<file path="src/verilog/qmsa_pkg.sv">
//----------------------------------------------------------------------
// Summary of operation
// [RULE1] four signed 11x10 multipliers feed a summer and 25-bit accumulator
// [RULE2] five clock cycles from registered input to registered result
// [RULE3] inputs, controls and result registered on rising edge; drive enable not
// [RULE4] only enabled input registers load; disabled ones keep their contents
// [RULE5] new data and coefficient accepted every cycle, fractional or integer
// [RULE6] four 10-bit data ports, bit 0 least significant, per-lane register
// [RULE7] four 11-bit coefficient ports, bit 0 least significant, per-lane register
// [RULE8] 16-bit result taken from accumulator path, refreshed each cycle unless held
// [RULE9] output clock-enable lets the user freeze the output register
// [RULE10] 25-bit sum may grow and is optionally rounded to 16 bits
// [RULE11] format low is fractional, high is integer; sign weights -1 and -2
// [RULE12] lane enable low loads both data and coefficient registers
// [RULE13] lane enable high, select low: data loads, coefficient holds
// [RULE14] lane enable high, select high: data holds, coefficient loads
// [RULE15] output drive enable acts without the clock on the bus drive
// [RULE16] output clock-enable low loads result, high holds; accumulation continues (the code also holds while the CTRL hold bit is set)
// [RULE17] fractional outputs upper 16 bits rounded; integer outputs lower 16 unrounded
// [RULE18] accumulate low clears sum and rounds half LSB; high adds without rounding
// [RULE19] drive enable low drives output register onto bus, high floats it (the code also floats it while the CTRL float bit is set)
// [RULE20] products sign-extended to 25 bits; accumulator wraps without saturation
// [RULE21] format and accumulate controls travel aligned with their own products
//----------------------------------------------------------------------
package qmsa_pkg;

   //-------------------------------------------------------------------
   // datapath geometry
   //-------------------------------------------------------------------
   localparam int unsigned QMSA_LANES      = 4;
   localparam int unsigned QMSA_DATA_W     = 10;
   localparam int unsigned QMSA_COEF_W     = 11;
   localparam int unsigned QMSA_ACC_W      = 25;
   localparam int unsigned QMSA_OUT_W      = 16;
   localparam int unsigned QMSA_LATENCY    = 5;

   //-------------------------------------------------------------------
   // control pipeline stage indexes
   //-------------------------------------------------------------------
   localparam int unsigned QMSA_STG_IN     = 0;
   localparam int unsigned QMSA_STG_PROD   = 1;
   localparam int unsigned QMSA_STG_SUM    = 2;
   localparam int unsigned QMSA_STG_ACC    = 3;
   localparam int unsigned QMSA_STAGES     = 4;

   //-------------------------------------------------------------------
   // register map (byte addresses)
   //-------------------------------------------------------------------
   localparam int unsigned QMSA_ADDR_W     = 12;
   localparam logic [11:0] QMSA_OFS_CTRL   = 12'h000;
   localparam logic [11:0] QMSA_OFS_RESULT = 12'h004;
   localparam logic [11:0] QMSA_OFS_ACCUM  = 12'h008;
   localparam logic [11:0] QMSA_OFS_STATUS = 12'h00c;

   localparam int unsigned QMSA_CTRL_HOLD  = 0;
   localparam int unsigned QMSA_CTRL_FLOAT = 1;
   localparam int unsigned QMSA_ST_NUMBER_FORMAT_SELECT    = 0;
   localparam int unsigned QMSA_ST_ACC     = 1;
   localparam int unsigned QMSA_ST_DRIVE   = 2;

   localparam logic [31:0] QMSA_CTRL_RST   = 32'h0000_0000;
   localparam logic [31:0] QMSA_ZERO32     = 32'h0000_0000;

endpackage : qmsa_pkg

</file>
<file path="src/verilog/qmsa_lane.sv">
`timescale 1ns/10ps
module qmsa_lane #(
   parameter int unsigned DATA_W = qmsa_pkg::QMSA_DATA_W,
   parameter int unsigned COEF_W = qmsa_pkg::QMSA_COEF_W
) (
   input  wire logic                              clk_i,
   input  wire logic                              arst_n_i,
   input  wire logic        [DATA_W-1:0]          lane_data_in_i,
   input  wire logic        [COEF_W-1:0]          lane_coef_in_i,
   input  wire logic                              lane_input_enable_n_i,
   input  wire logic                              enable_target_select_i,
   output logic signed      [DATA_W+COEF_W-1:0]   product_o
);
   import qmsa_pkg::*;

   localparam int unsigned PROD_W = DATA_W + COEF_W;

   typedef struct packed {
      logic        [DATA_W-1:0] lane_data_reg;
      logic        [COEF_W-1:0] lane_coef_reg;
      logic signed [PROD_W-1:0] product;
   } qmsa_lane_state_t;

   qmsa_lane_state_t st;
   qmsa_lane_state_t next_st;

   //-------------------------------------------------------------------
   // input registers and multiplier stage
   //-------------------------------------------------------------------
   always_comb begin
      next_st = st;
      // enable low loads both; enable high picks one by the select
      if (!lane_input_enable_n_i || !enable_target_select_i) begin   // [RULE12] [RULE13]
         next_st.lane_data_reg = lane_data_in_i;                     // [RULE6] [RULE4]
      end
      if (!lane_input_enable_n_i || enable_target_select_i) begin    // [RULE12] [RULE14]
         next_st.lane_coef_reg = lane_coef_in_i;                     // [RULE7] [RULE4]
      end
      // format does not change the bit product, only its weight
      next_st.product = PROD_W'($signed(st.lane_data_reg) *
                                $signed(st.lane_coef_reg));          // [RULE1] [RULE5]
   end

   always_ff @(posedge clk_i or negedge arst_n_i) begin
      if (!arst_n_i) begin
         st <= '0;
      end else begin
         st <= next_st;                                              // [RULE3]
      end
   end

   assign product_o = st.product;

endmodule : qmsa_lane

</file>
<file path="src/verilog/qmsa_top.sv">
// The address map and the APB register port were decided locally.
`timescale 1ns/10ps
module qmsa_top #(
   parameter int unsigned LANES  = qmsa_pkg::QMSA_LANES,
   parameter int unsigned DATA_W = qmsa_pkg::QMSA_DATA_W,
   parameter int unsigned COEF_W = qmsa_pkg::QMSA_COEF_W,
   parameter int unsigned ACC_W  = qmsa_pkg::QMSA_ACC_W,
   parameter int unsigned OUT_W  = qmsa_pkg::QMSA_OUT_W
) (
   input  wire logic                                clk_i,
   input  wire logic                                arst_n_i,
   // stream side
   input  wire logic [LANES*DATA_W-1:0]             lane_data_in_i,
   input  wire logic [LANES*COEF_W-1:0]             lane_coef_in_i,
   input  wire logic [LANES-1:0]                    lane_input_enable_n_i,
   input  wire logic                                enable_target_select_i,
   input  wire logic                                output_reg_clock_enable_n_i,
   input  wire logic                                number_format_select_i,
   input  wire logic                                accumulate_control_i,
   input  wire logic                                output_drive_enable_n_i,
   output logic      [OUT_W-1:0]                    result_bus_o,
   output logic                                     result_bus_oe_o,
   // apb slave
   input  wire logic                                psel_i,
   input  wire logic                                penable_i,
   input  wire logic                                pwrite_i,
   input  wire logic [qmsa_pkg::QMSA_ADDR_W-1:0]    paddr_i,
   input  wire logic [31:0]                         pwdata_i,
   output logic      [31:0]                         prdata_o,
   output logic                                     pready_o,
   output logic                                     pslverr_o
);
   import qmsa_pkg::*;

   localparam int unsigned PROD_W = DATA_W + COEF_W;
   localparam int unsigned SHIFT  = ACC_W - OUT_W;

   //-------------------------------------------------------------------
   // elaboration checks
   //-------------------------------------------------------------------
   generate
      if (LANES < 1 || ACC_W < PROD_W + 2 || OUT_W > ACC_W || SHIFT < 1 ||
          ACC_W > 32 || OUT_W > 32) begin : g_bad_params
         $error("qmsa_top: unsupported width or lane parameters");
      end
   endgenerate

   //-------------------------------------------------------------------
   // helper functions
   //-------------------------------------------------------------------
   function automatic logic is_frac(input logic fmt);
      is_frac = !fmt;                                                // [RULE11]
   endfunction : is_frac

   function automatic logic [31:0] sext_acc(input logic signed [ACC_W-1:0] v);
      sext_acc = 32'($signed(v));
   endfunction : sext_acc

   //-------------------------------------------------------------------
   // state
   //-------------------------------------------------------------------
   typedef struct packed {
      logic [QMSA_STAGES-1:0]  fmt_pipe;
      logic [QMSA_STAGES-1:0]  acc_pipe;
      logic signed [ACC_W-1:0] sum;
      logic signed [ACC_W-1:0] accum;
      logic [OUT_W-1:0]        result;
      logic                    hold_out;
      logic                    float_out;
      logic [31:0]             rdata;
      logic                    slverr;
   } qmsa_state_t;

   qmsa_state_t st;
   qmsa_state_t next_st;

   logic signed [PROD_W-1:0] prod [LANES];

   //-------------------------------------------------------------------
   // lanes: input registers and multipliers
   //-------------------------------------------------------------------
   generate
      for (genvar g = 0; g < LANES; g++) begin : g_lane
         qmsa_lane #(
            .DATA_W (DATA_W),
            .COEF_W (COEF_W)
         ) u_lane (
            .clk_i                  (clk_i),
            .arst_n_i               (arst_n_i),
            .lane_data_in_i         (lane_data_in_i[g*DATA_W +: DATA_W]),
            .lane_coef_in_i         (lane_coef_in_i[g*COEF_W +: COEF_W]),
            .lane_input_enable_n_i  (lane_input_enable_n_i[g]),
            .enable_target_select_i (enable_target_select_i),
            .product_o              (prod[g])
         );
      end
   endgenerate

   //-------------------------------------------------------------------
   // summer, accumulator, output selection
   //-------------------------------------------------------------------
   logic signed [ACC_W-1:0] prod_total;
   logic signed [ACC_W-1:0] round_add;
   logic [OUT_W-1:0]        out_sel;
   logic                    apb_setup;
   logic                    apb_access;

   always_comb begin
      prod_total = '0;
      for (int i = 0; i < LANES; i++) begin
         prod_total = prod_total + ACC_W'(prod[i]);                  // [RULE20] [RULE1]
      end
   end

   // half output LSB, only when a fresh fractional sum starts
   always_comb begin
      round_add = '0;
      if (is_frac(st.fmt_pipe[QMSA_STG_SUM]) && !st.acc_pipe[QMSA_STG_SUM]) begin
         round_add[SHIFT-1] = 1'b1;                                  // [RULE18] [RULE10]
      end
   end

   always_comb begin
      if (is_frac(st.fmt_pipe[QMSA_STG_ACC])) begin
         out_sel = st.accum[ACC_W-1 -: OUT_W];                       // [RULE17]
      end else begin
         out_sel = st.accum[OUT_W-1:0];                              // [RULE17]
      end
   end

   assign apb_setup  = psel_i && !penable_i;
   assign apb_access = psel_i && penable_i;

   always_comb begin
      next_st = st;

      // control flags follow their own samples down the pipe
      next_st.fmt_pipe = {st.fmt_pipe[QMSA_STAGES-2:0], number_format_select_i}; // [RULE21]
      next_st.acc_pipe = {st.acc_pipe[QMSA_STAGES-2:0], accumulate_control_i};   // [RULE21]

      // stage 3: sum of the four products
      next_st.sum = prod_total;                                      // [RULE1]

      // stage 4: accumulate or restart, wraps silently
      if (st.acc_pipe[QMSA_STG_SUM]) begin
         next_st.accum = st.accum + st.sum;                          // [RULE18] [RULE20]
      end else begin
         next_st.accum = st.sum + round_add;                         // [RULE18]
      end

      // stage 5: output register with user hold
      if (!output_reg_clock_enable_n_i && !st.hold_out) begin        // [RULE9] [RULE16]
         next_st.result = out_sel;                                   // [RULE8] [RULE2]
      end

      // apb: read data captured in setup, answered in access
      if (apb_setup) begin
         next_st.slverr = 1'b0;
         next_st.rdata  = QMSA_ZERO32;
         case (paddr_i)
            QMSA_OFS_CTRL: begin
               next_st.rdata[QMSA_CTRL_HOLD]  = st.hold_out;
               next_st.rdata[QMSA_CTRL_FLOAT] = st.float_out;
            end
            QMSA_OFS_RESULT: begin
               next_st.rdata[OUT_W-1:0] = st.result;
            end
            QMSA_OFS_ACCUM: begin
               next_st.rdata = sext_acc(st.accum);
            end
            QMSA_OFS_STATUS: begin
               next_st.rdata[QMSA_ST_NUMBER_FORMAT_SELECT]  = st.fmt_pipe[QMSA_STG_ACC];
               next_st.rdata[QMSA_ST_ACC]   = st.acc_pipe[QMSA_STG_ACC];
               next_st.rdata[QMSA_ST_DRIVE] = result_bus_oe_o;
            end
            default: begin
               next_st.slverr = 1'b1;
            end
         endcase
      end
      if (apb_access && pwrite_i && paddr_i == QMSA_OFS_CTRL) begin
         next_st.hold_out  = pwdata_i[QMSA_CTRL_HOLD];
         next_st.float_out = pwdata_i[QMSA_CTRL_FLOAT];
      end
   end

   //-------------------------------------------------------------------
   // registers
   //-------------------------------------------------------------------
   always_ff @(posedge clk_i or negedge arst_n_i) begin
      if (!arst_n_i) begin
         st <= '0;
      end else begin
         st <= next_st;                                              // [RULE3]
      end
   end

   //-------------------------------------------------------------------
   // outputs
   //-------------------------------------------------------------------
   assign result_bus_o    = st.result;                               // [RULE19]
   // unclocked drive control
   assign result_bus_oe_o = !output_drive_enable_n_i && !st.float_out; // [RULE15] [RULE19]
   assign prdata_o        = st.rdata;
   assign pready_o        = 1'b1;
   assign pslverr_o       = apb_access && st.slverr;

endmodule : qmsa_top
</file>
<file path="config.mk">
export PLATFORM = sky130hd
export DESIGN_NAME = qmsa_top
export DESIGN_NICKNAME = d
export VERILOG_FILES = /design/src/verilog/qmsa_pkg.sv /design/src/verilog/qmsa_lane.sv /design/src/verilog/qmsa_top.sv
export SDC_FILE = /design/constraint.sdc
export NUM_CORES = 2
export LEC_CHECK = 0
export ABC_AREA = 1
export ABC_CLOCK_PERIOD_IN_PS = 7850
export BUFFER_PORTS_ARGS = -buffer_cell sky130_fd_sc_hd__buf_2
export CAP_MARGIN = 20
export CORE_MARGIN = 1
export CORE_UTILIZATION = 35
export CTS_CLUSTER_SIZE = 12
export DETAILED_ROUTE_END_ITERATION = 7
export GPL_ROUTABILITY_DRIVEN = 0
export GPL_TIMING_DRIVEN = 0
export PLACE_DENSITY = 0.58
export RECOVER_POWER = 100
export SLEW_MARGIN = 20
export SYNTH_ARGS = -nofsm -noshare
export SYNTH_HDL_FRONTEND = slang
export SYNTH_SLANG_ARGS = --single-unit
</file>
<file path="constraint.sdc">
create_clock -name clk_i -period 7.85 [get_ports clk_i]
set_input_delay 1.57 -clock clk_i [delete_from_list [all_inputs] [get_ports clk_i]]
set_output_delay 1.57 -clock clk_i [all_outputs]
set_load 0.03 [all_outputs]
</file>
Word level (Yosys, flattened, before mapping)
Cells that the tools add are included.
- register bits: 276
- input bits: 142
- output and inout port bits: 51
- word-level logic and storage cells: 71
- add/subtract/negate cells: 5
- multipliers: 4
- equal/unequal tests: 3
- mux-type cells: 8
- reductions and logical operators: 30
- operator list (cell ; number):
    $mul 10x11->21 ; 4
    $mux 16 ; 2
    $pmux 13 s2 ; 1
    $add 24x10->25 ; 1
    $add 25x24->25 ; 1
    $mux 25 ; 1
    $add 23x21->24 ; 1
    $eq 12x4->1 const B ; 2
    $add 22x21->23 ; 1
    $add 21x21->22 ; 1
    $eq 12x3->1 const B ; 1
    $logic_not 1->1 ; 12
    $logic_not 12->1 ; 1
    $logic_and 1x1->1 ; 8
    $logic_or 1x1->1 ; 8
    $pmux 2 s4 ; 1
    $reduce_or 4->1 ; 1
    $pmux 1 s3 ; 1
    $mux 1 ; 2

Longest topological paths before layout
- word-level depth: 5
- mapped depth: 25
- depth with buffers taken out: 24

By module
From an unflattened synthesis, not the netlist that was laid out.
- cell total of the unflattened synthesis: 4281
- area total of the unflattened synthesis: 33558.4 µm²
- by module, submodules not included (module ; times used ; cells an instance ; area an instance (µm²) ; seq. area each (µm²)):
    qmsa_lane (g_lane[0].u_lane ...) ; 2 ; 749 ; 6159.7 ; 1051.0
    qmsa_top ; 1 ; 1313 ; 9004.9 ; 2527.4
    qmsa_lane (g_lane[3].u_lane) ; 1 ; 739 ; 6129.6 ; 1051.0
    qmsa_lane (g_lane[2].u_lane) ; 1 ; 731 ; 6104.6 ; 1051.0

Least setup slack after synthesis
OpenSTA, ideal clock, no wires.
- kind: flip-flop to flip-flop
- from: register g_lane[2].u_lane.st[31] (netlist bit)
- to: register g_lane[2].u_lane.st, in the netlist g_lane[2].u_lane.product_o[20]
- setup time: 116 ps
- arrival: 4476 ps
- data required time: 7734 ps
- setup slack: 3257 ps
- cell stages (with the launch flop): 21
- path buffers: 1
- period minus slack after synthesis: 4593 ps
- cells stage by stage: dfrtp_1 > clkbuf_1 > nand2_1 > fa_1 > inv_1 > fa_1 > inv_1 > fa_1 > fa_1 > fa_1 > inv_1 > ha_1 > nand2_1 > nor2_1 > and2_1 > nand3_1 > nor2_1 > nor2_1 > clkinv_1 > nand2_1 > nand2_1
- RTL lines (what ; RTL line ; RTL):
    start: declaration ; qmsa_lane.sv:24 ; qmsa_lane_state_t st;
    start signal: assignment ; qmsa_lane.sv:48 ; st <= next_st;

==> impl_results.md <==
* Chip height at 304 um
* Post-synthesis mux area share at 2.55%
* First-pass GRT wire length at 125 mm
* CP Data Required Time at 8.28 ns
* Number of buffers added for setup after CTS at 0
* Synthesized cell area at 31800 um2
* Post-synthesis cell count at 3894
* Buffers on Ports at 161
* Final Hold Viols at 0
* DRC violations left at 0
* Crit-path cells: clkbuf_1 > nand2_1 > fa_1 > inv_1 > fa_1 > fa_1 > fa_1 > inv_1 > fa_1 > inv_1 > ha_1 > nand2_1 > inv_1 > nand2_1 > nor3_1 > nand4_1 > nand3_1 > inv_1 > nand2_1 > nand2_1
* Critical path's slowest cell: fa_1
* Worst r2r path cells at 20
* WP data arrival at 5.93 ns
* Critical Path End Type: register
* Root buffer cell: clkbuf_16
* Met3 Use GR at 1.73%
* RSZ-0062 raised after global routing: false
* Post-DP HPWL at 62.6 mm
* Hold WS at 0.345 ns
* Die extent in x at 304 um
* TritonCTS clock tree: done
* Max incr delay on CP at 0.65 ns
* Clock tree sinks at 269
* Hold Buf Count CTS at 0
* Worst R2R End: g_lane[0].u_lane.product_o[20]
* Drt first-iter violations at 1084
* Crit Path Class: reg -> reg
* Ys async rst share at 100%
* Simple-gate share of the synthesized area at 18.0%
* HP Start: next_st[103]
* Clock tree buffer depth at 3
* Primary FF master, synth: dfrtp_1
* GRT Resource Usage Total at 17.0%
* Critical Path Start: g_lane[0].u_lane.st[31]
* Commonest cells after routing, fill and taps aside: nand2_1, inv_1, fa_1
* Worst setup SP type: register
* Pre-antenna DRT Iters at 5
* Synth Area per Inst at 8.17 um2
* Slew @ Worst Pin at 2.73 ns
* Failing checks: max-capacitance violations, max-slew violations
* Antenna viol nets, final at 0
* Family with the most delay on the worst path: adder cells
* Final worst path period need at 5.50 ns
* Yosys Warn Count at 0
* Latest clock arrival within the worst-skew pair at 0.57 ns
* Post-cts sizing count at 0
* Met1 usage at 21.8%
* Wire per inst at 14.0 um
* CP Max Fanout at 10
* Dpl ws at 2.49 ns
* Reg clk slew, reported paths at 0.05 ns
* Syn Nets at 4729
* Worst Hold Path EP: next_st[104]
* CTS HTree Levels at 2
* Register bit total from synthesis at 269
* Status: complete, but fails checks
* Seq/Total Area, Yosys at 21.1%
* Reg2reg start: g_lane[0].u_lane.st[31]
* Largest net degree at the start of global routing at 88
* Placeable Area at 90000 um2
* Worst path bufs/invs at 6
* Largest family of logic cells by synthesized area: adder cells
* Final WS setup at 2.35 ns
* Commonest non-fill, non-tap cell in the layout: nand2_1
* Grt ovf at 0
* WL final at 74.2 mm
* Final critical-path share of the clock period at 70.0%
* Hold Crit Class: reg -> reg
* Share of cells above drive strength 1 at 7.79%
* Nets@finish at 4930
* # IOs at 193
* Worst Clk Skew at 0.0173 ns
* WP depth at 20
* Initial Util at 35.4%
* Adder-cell share of the synthesized area at 37.6%
* Compound-Gate Fraction of Synth Area at 4.56%
* Setup TNS Final at 0 ns
* Total Die Area at 92200 um2
* Finish-stage setup viols at 0
* Fmax at 182 MHz
* Hold path cells at 0
* Site Rows at 110
* Via count at 24.3k
* R2R setup slack at 2.35 ns
* GRT busiest layer: met2
* XOR/XNOR Fraction of Synth Area at 2.89%
* Post-synth EDFFs at 0
* Post-synthesis cell type count at 44
* Fin util at 39.1%
* Slew headroom at -81.9%
* Vias in the first global route at 24.9k
* Vias per Instance at 4.59
* Clock buffers created by TritonCTS at 35
* Initial antenna violation count at 2
* Area grow syn2layout at 10.7%
* Max-cap violations at 2
* Slew Viols, Final at 131
* GR Util met2 at 29.7%
==> flip-flops by register name, summed over array words and instances, names as in the netlist <==
| signal | cells |
|---|---|
| result_bus_o | 16 |
| prdata_o | 25 |
| g_lane.u_lane.st | 84 |
| g_lane.u_lane.product_o | 84 |
| next_st | 6 |
| st | 54 |
==> metal layers <==
layer  share of wire, %  vias up
met3                3.3      117
met2                 49      377
li1                   -    12000
met1                 44    11800
met5              0.023        -
met4                3.1        2
==> worst register-to-register path: stages, from the launching register on <==
cell and delay [ns]:
dfrtp_1 0.33, clkbuf_1 0.41, nand2_1 0.24, fa_1 0.65, inv_1 0.14, fa_1 0.48
fa_1 0.51, fa_1 0.50, inv_1 0.05, fa_1 0.47, inv_1 0.04, ha_1 0.37
nand2_1 0.09, inv_1 0.12, nand2_1 0.09, nor3_1 0.29, nand4_1 0.18, nand3_1 0.21
inv_1 0.06, nand2_1 0.05, nand2_1 0.08
==> worst max-delay path by stage <==
stage                                          end  slack [ns]
floorplan           g_lane[2].u_lane.product_o[20]        3.26
global placement           g_lane[2].u_lane.st[40]       -0.18
finish              g_lane[0].u_lane.product_o[20]        2.35
detailed placement  g_lane[0].u_lane.product_o[20]        2.49
CTS                 g_lane[2].u_lane.product_o[20]        2.45
global route        g_lane[0].u_lane.product_o[20]        1.64
==> through the flow <==
stage / cell area (um2) / instances
after global placement: 34100 / 5231
after detailed placement: 34200 / 5234
after floorplan: 31800 / 3894
after global routing: 35200 / 5296
after CTS: 35400 / 5296
final: 35200 / 5297
==> cell families after synthesis <==
family | count (synthesis)
compound gates | 272
xor+xnor | 105
other cells | 1
mux | 72
flops | 269
simple gates | 1412
fa+ha+maj | 693
buf+inv | 1070
==> final cells by class <==
cell class | count | area (um2)
tap | 1176 | 1470
clock inverter | 13 | 164
inverter | 914 | 3430
clock buffer | 49 | 1030
antenna | 1 | 2.50
buffer | 156 | 781
multi-input combinational | 2555 | 20800
fill | 9405 | 54800
timing repair buffer | 164 | 801
sequential | 269 | 6730
==> cells in the mapped netlist, drive strengths merged, types with 4 or more instances <==
library cell / number / share of area (%)
buf: 63 / 1.4
nand4: 33 / 0.65
clkbuf: 93 / 1.1
nand2: 1032 / 12
clkinv: 4 / 0.047
nand3: 134 / 2.1
o21bai: 6 / 0.15
xnor2: 37 / 1.0
a31oi: 4 / 0.079
inv: 910 / 11
fa: 440 / 28
ha: 253 / 9.9
nor2: 185 / 2.3
o21ai: 116 / 1.8
a21o: 4 / 0.094
a21oi: 121 / 1.9
mux2: 72 / 2.5
dfrtp: 269 / 21
xor2: 68 / 1.9
nor3: 13 / 0.29
nand3b: 8 / 0.19
or2: 4 / 0.079
o211ai: 9 / 0.21
o22ai: 7 / 0.14
Power is left out: the tool's default activity adds up to more than one toggle a clock period on the data nets, which glitch-free logic cannot reach.
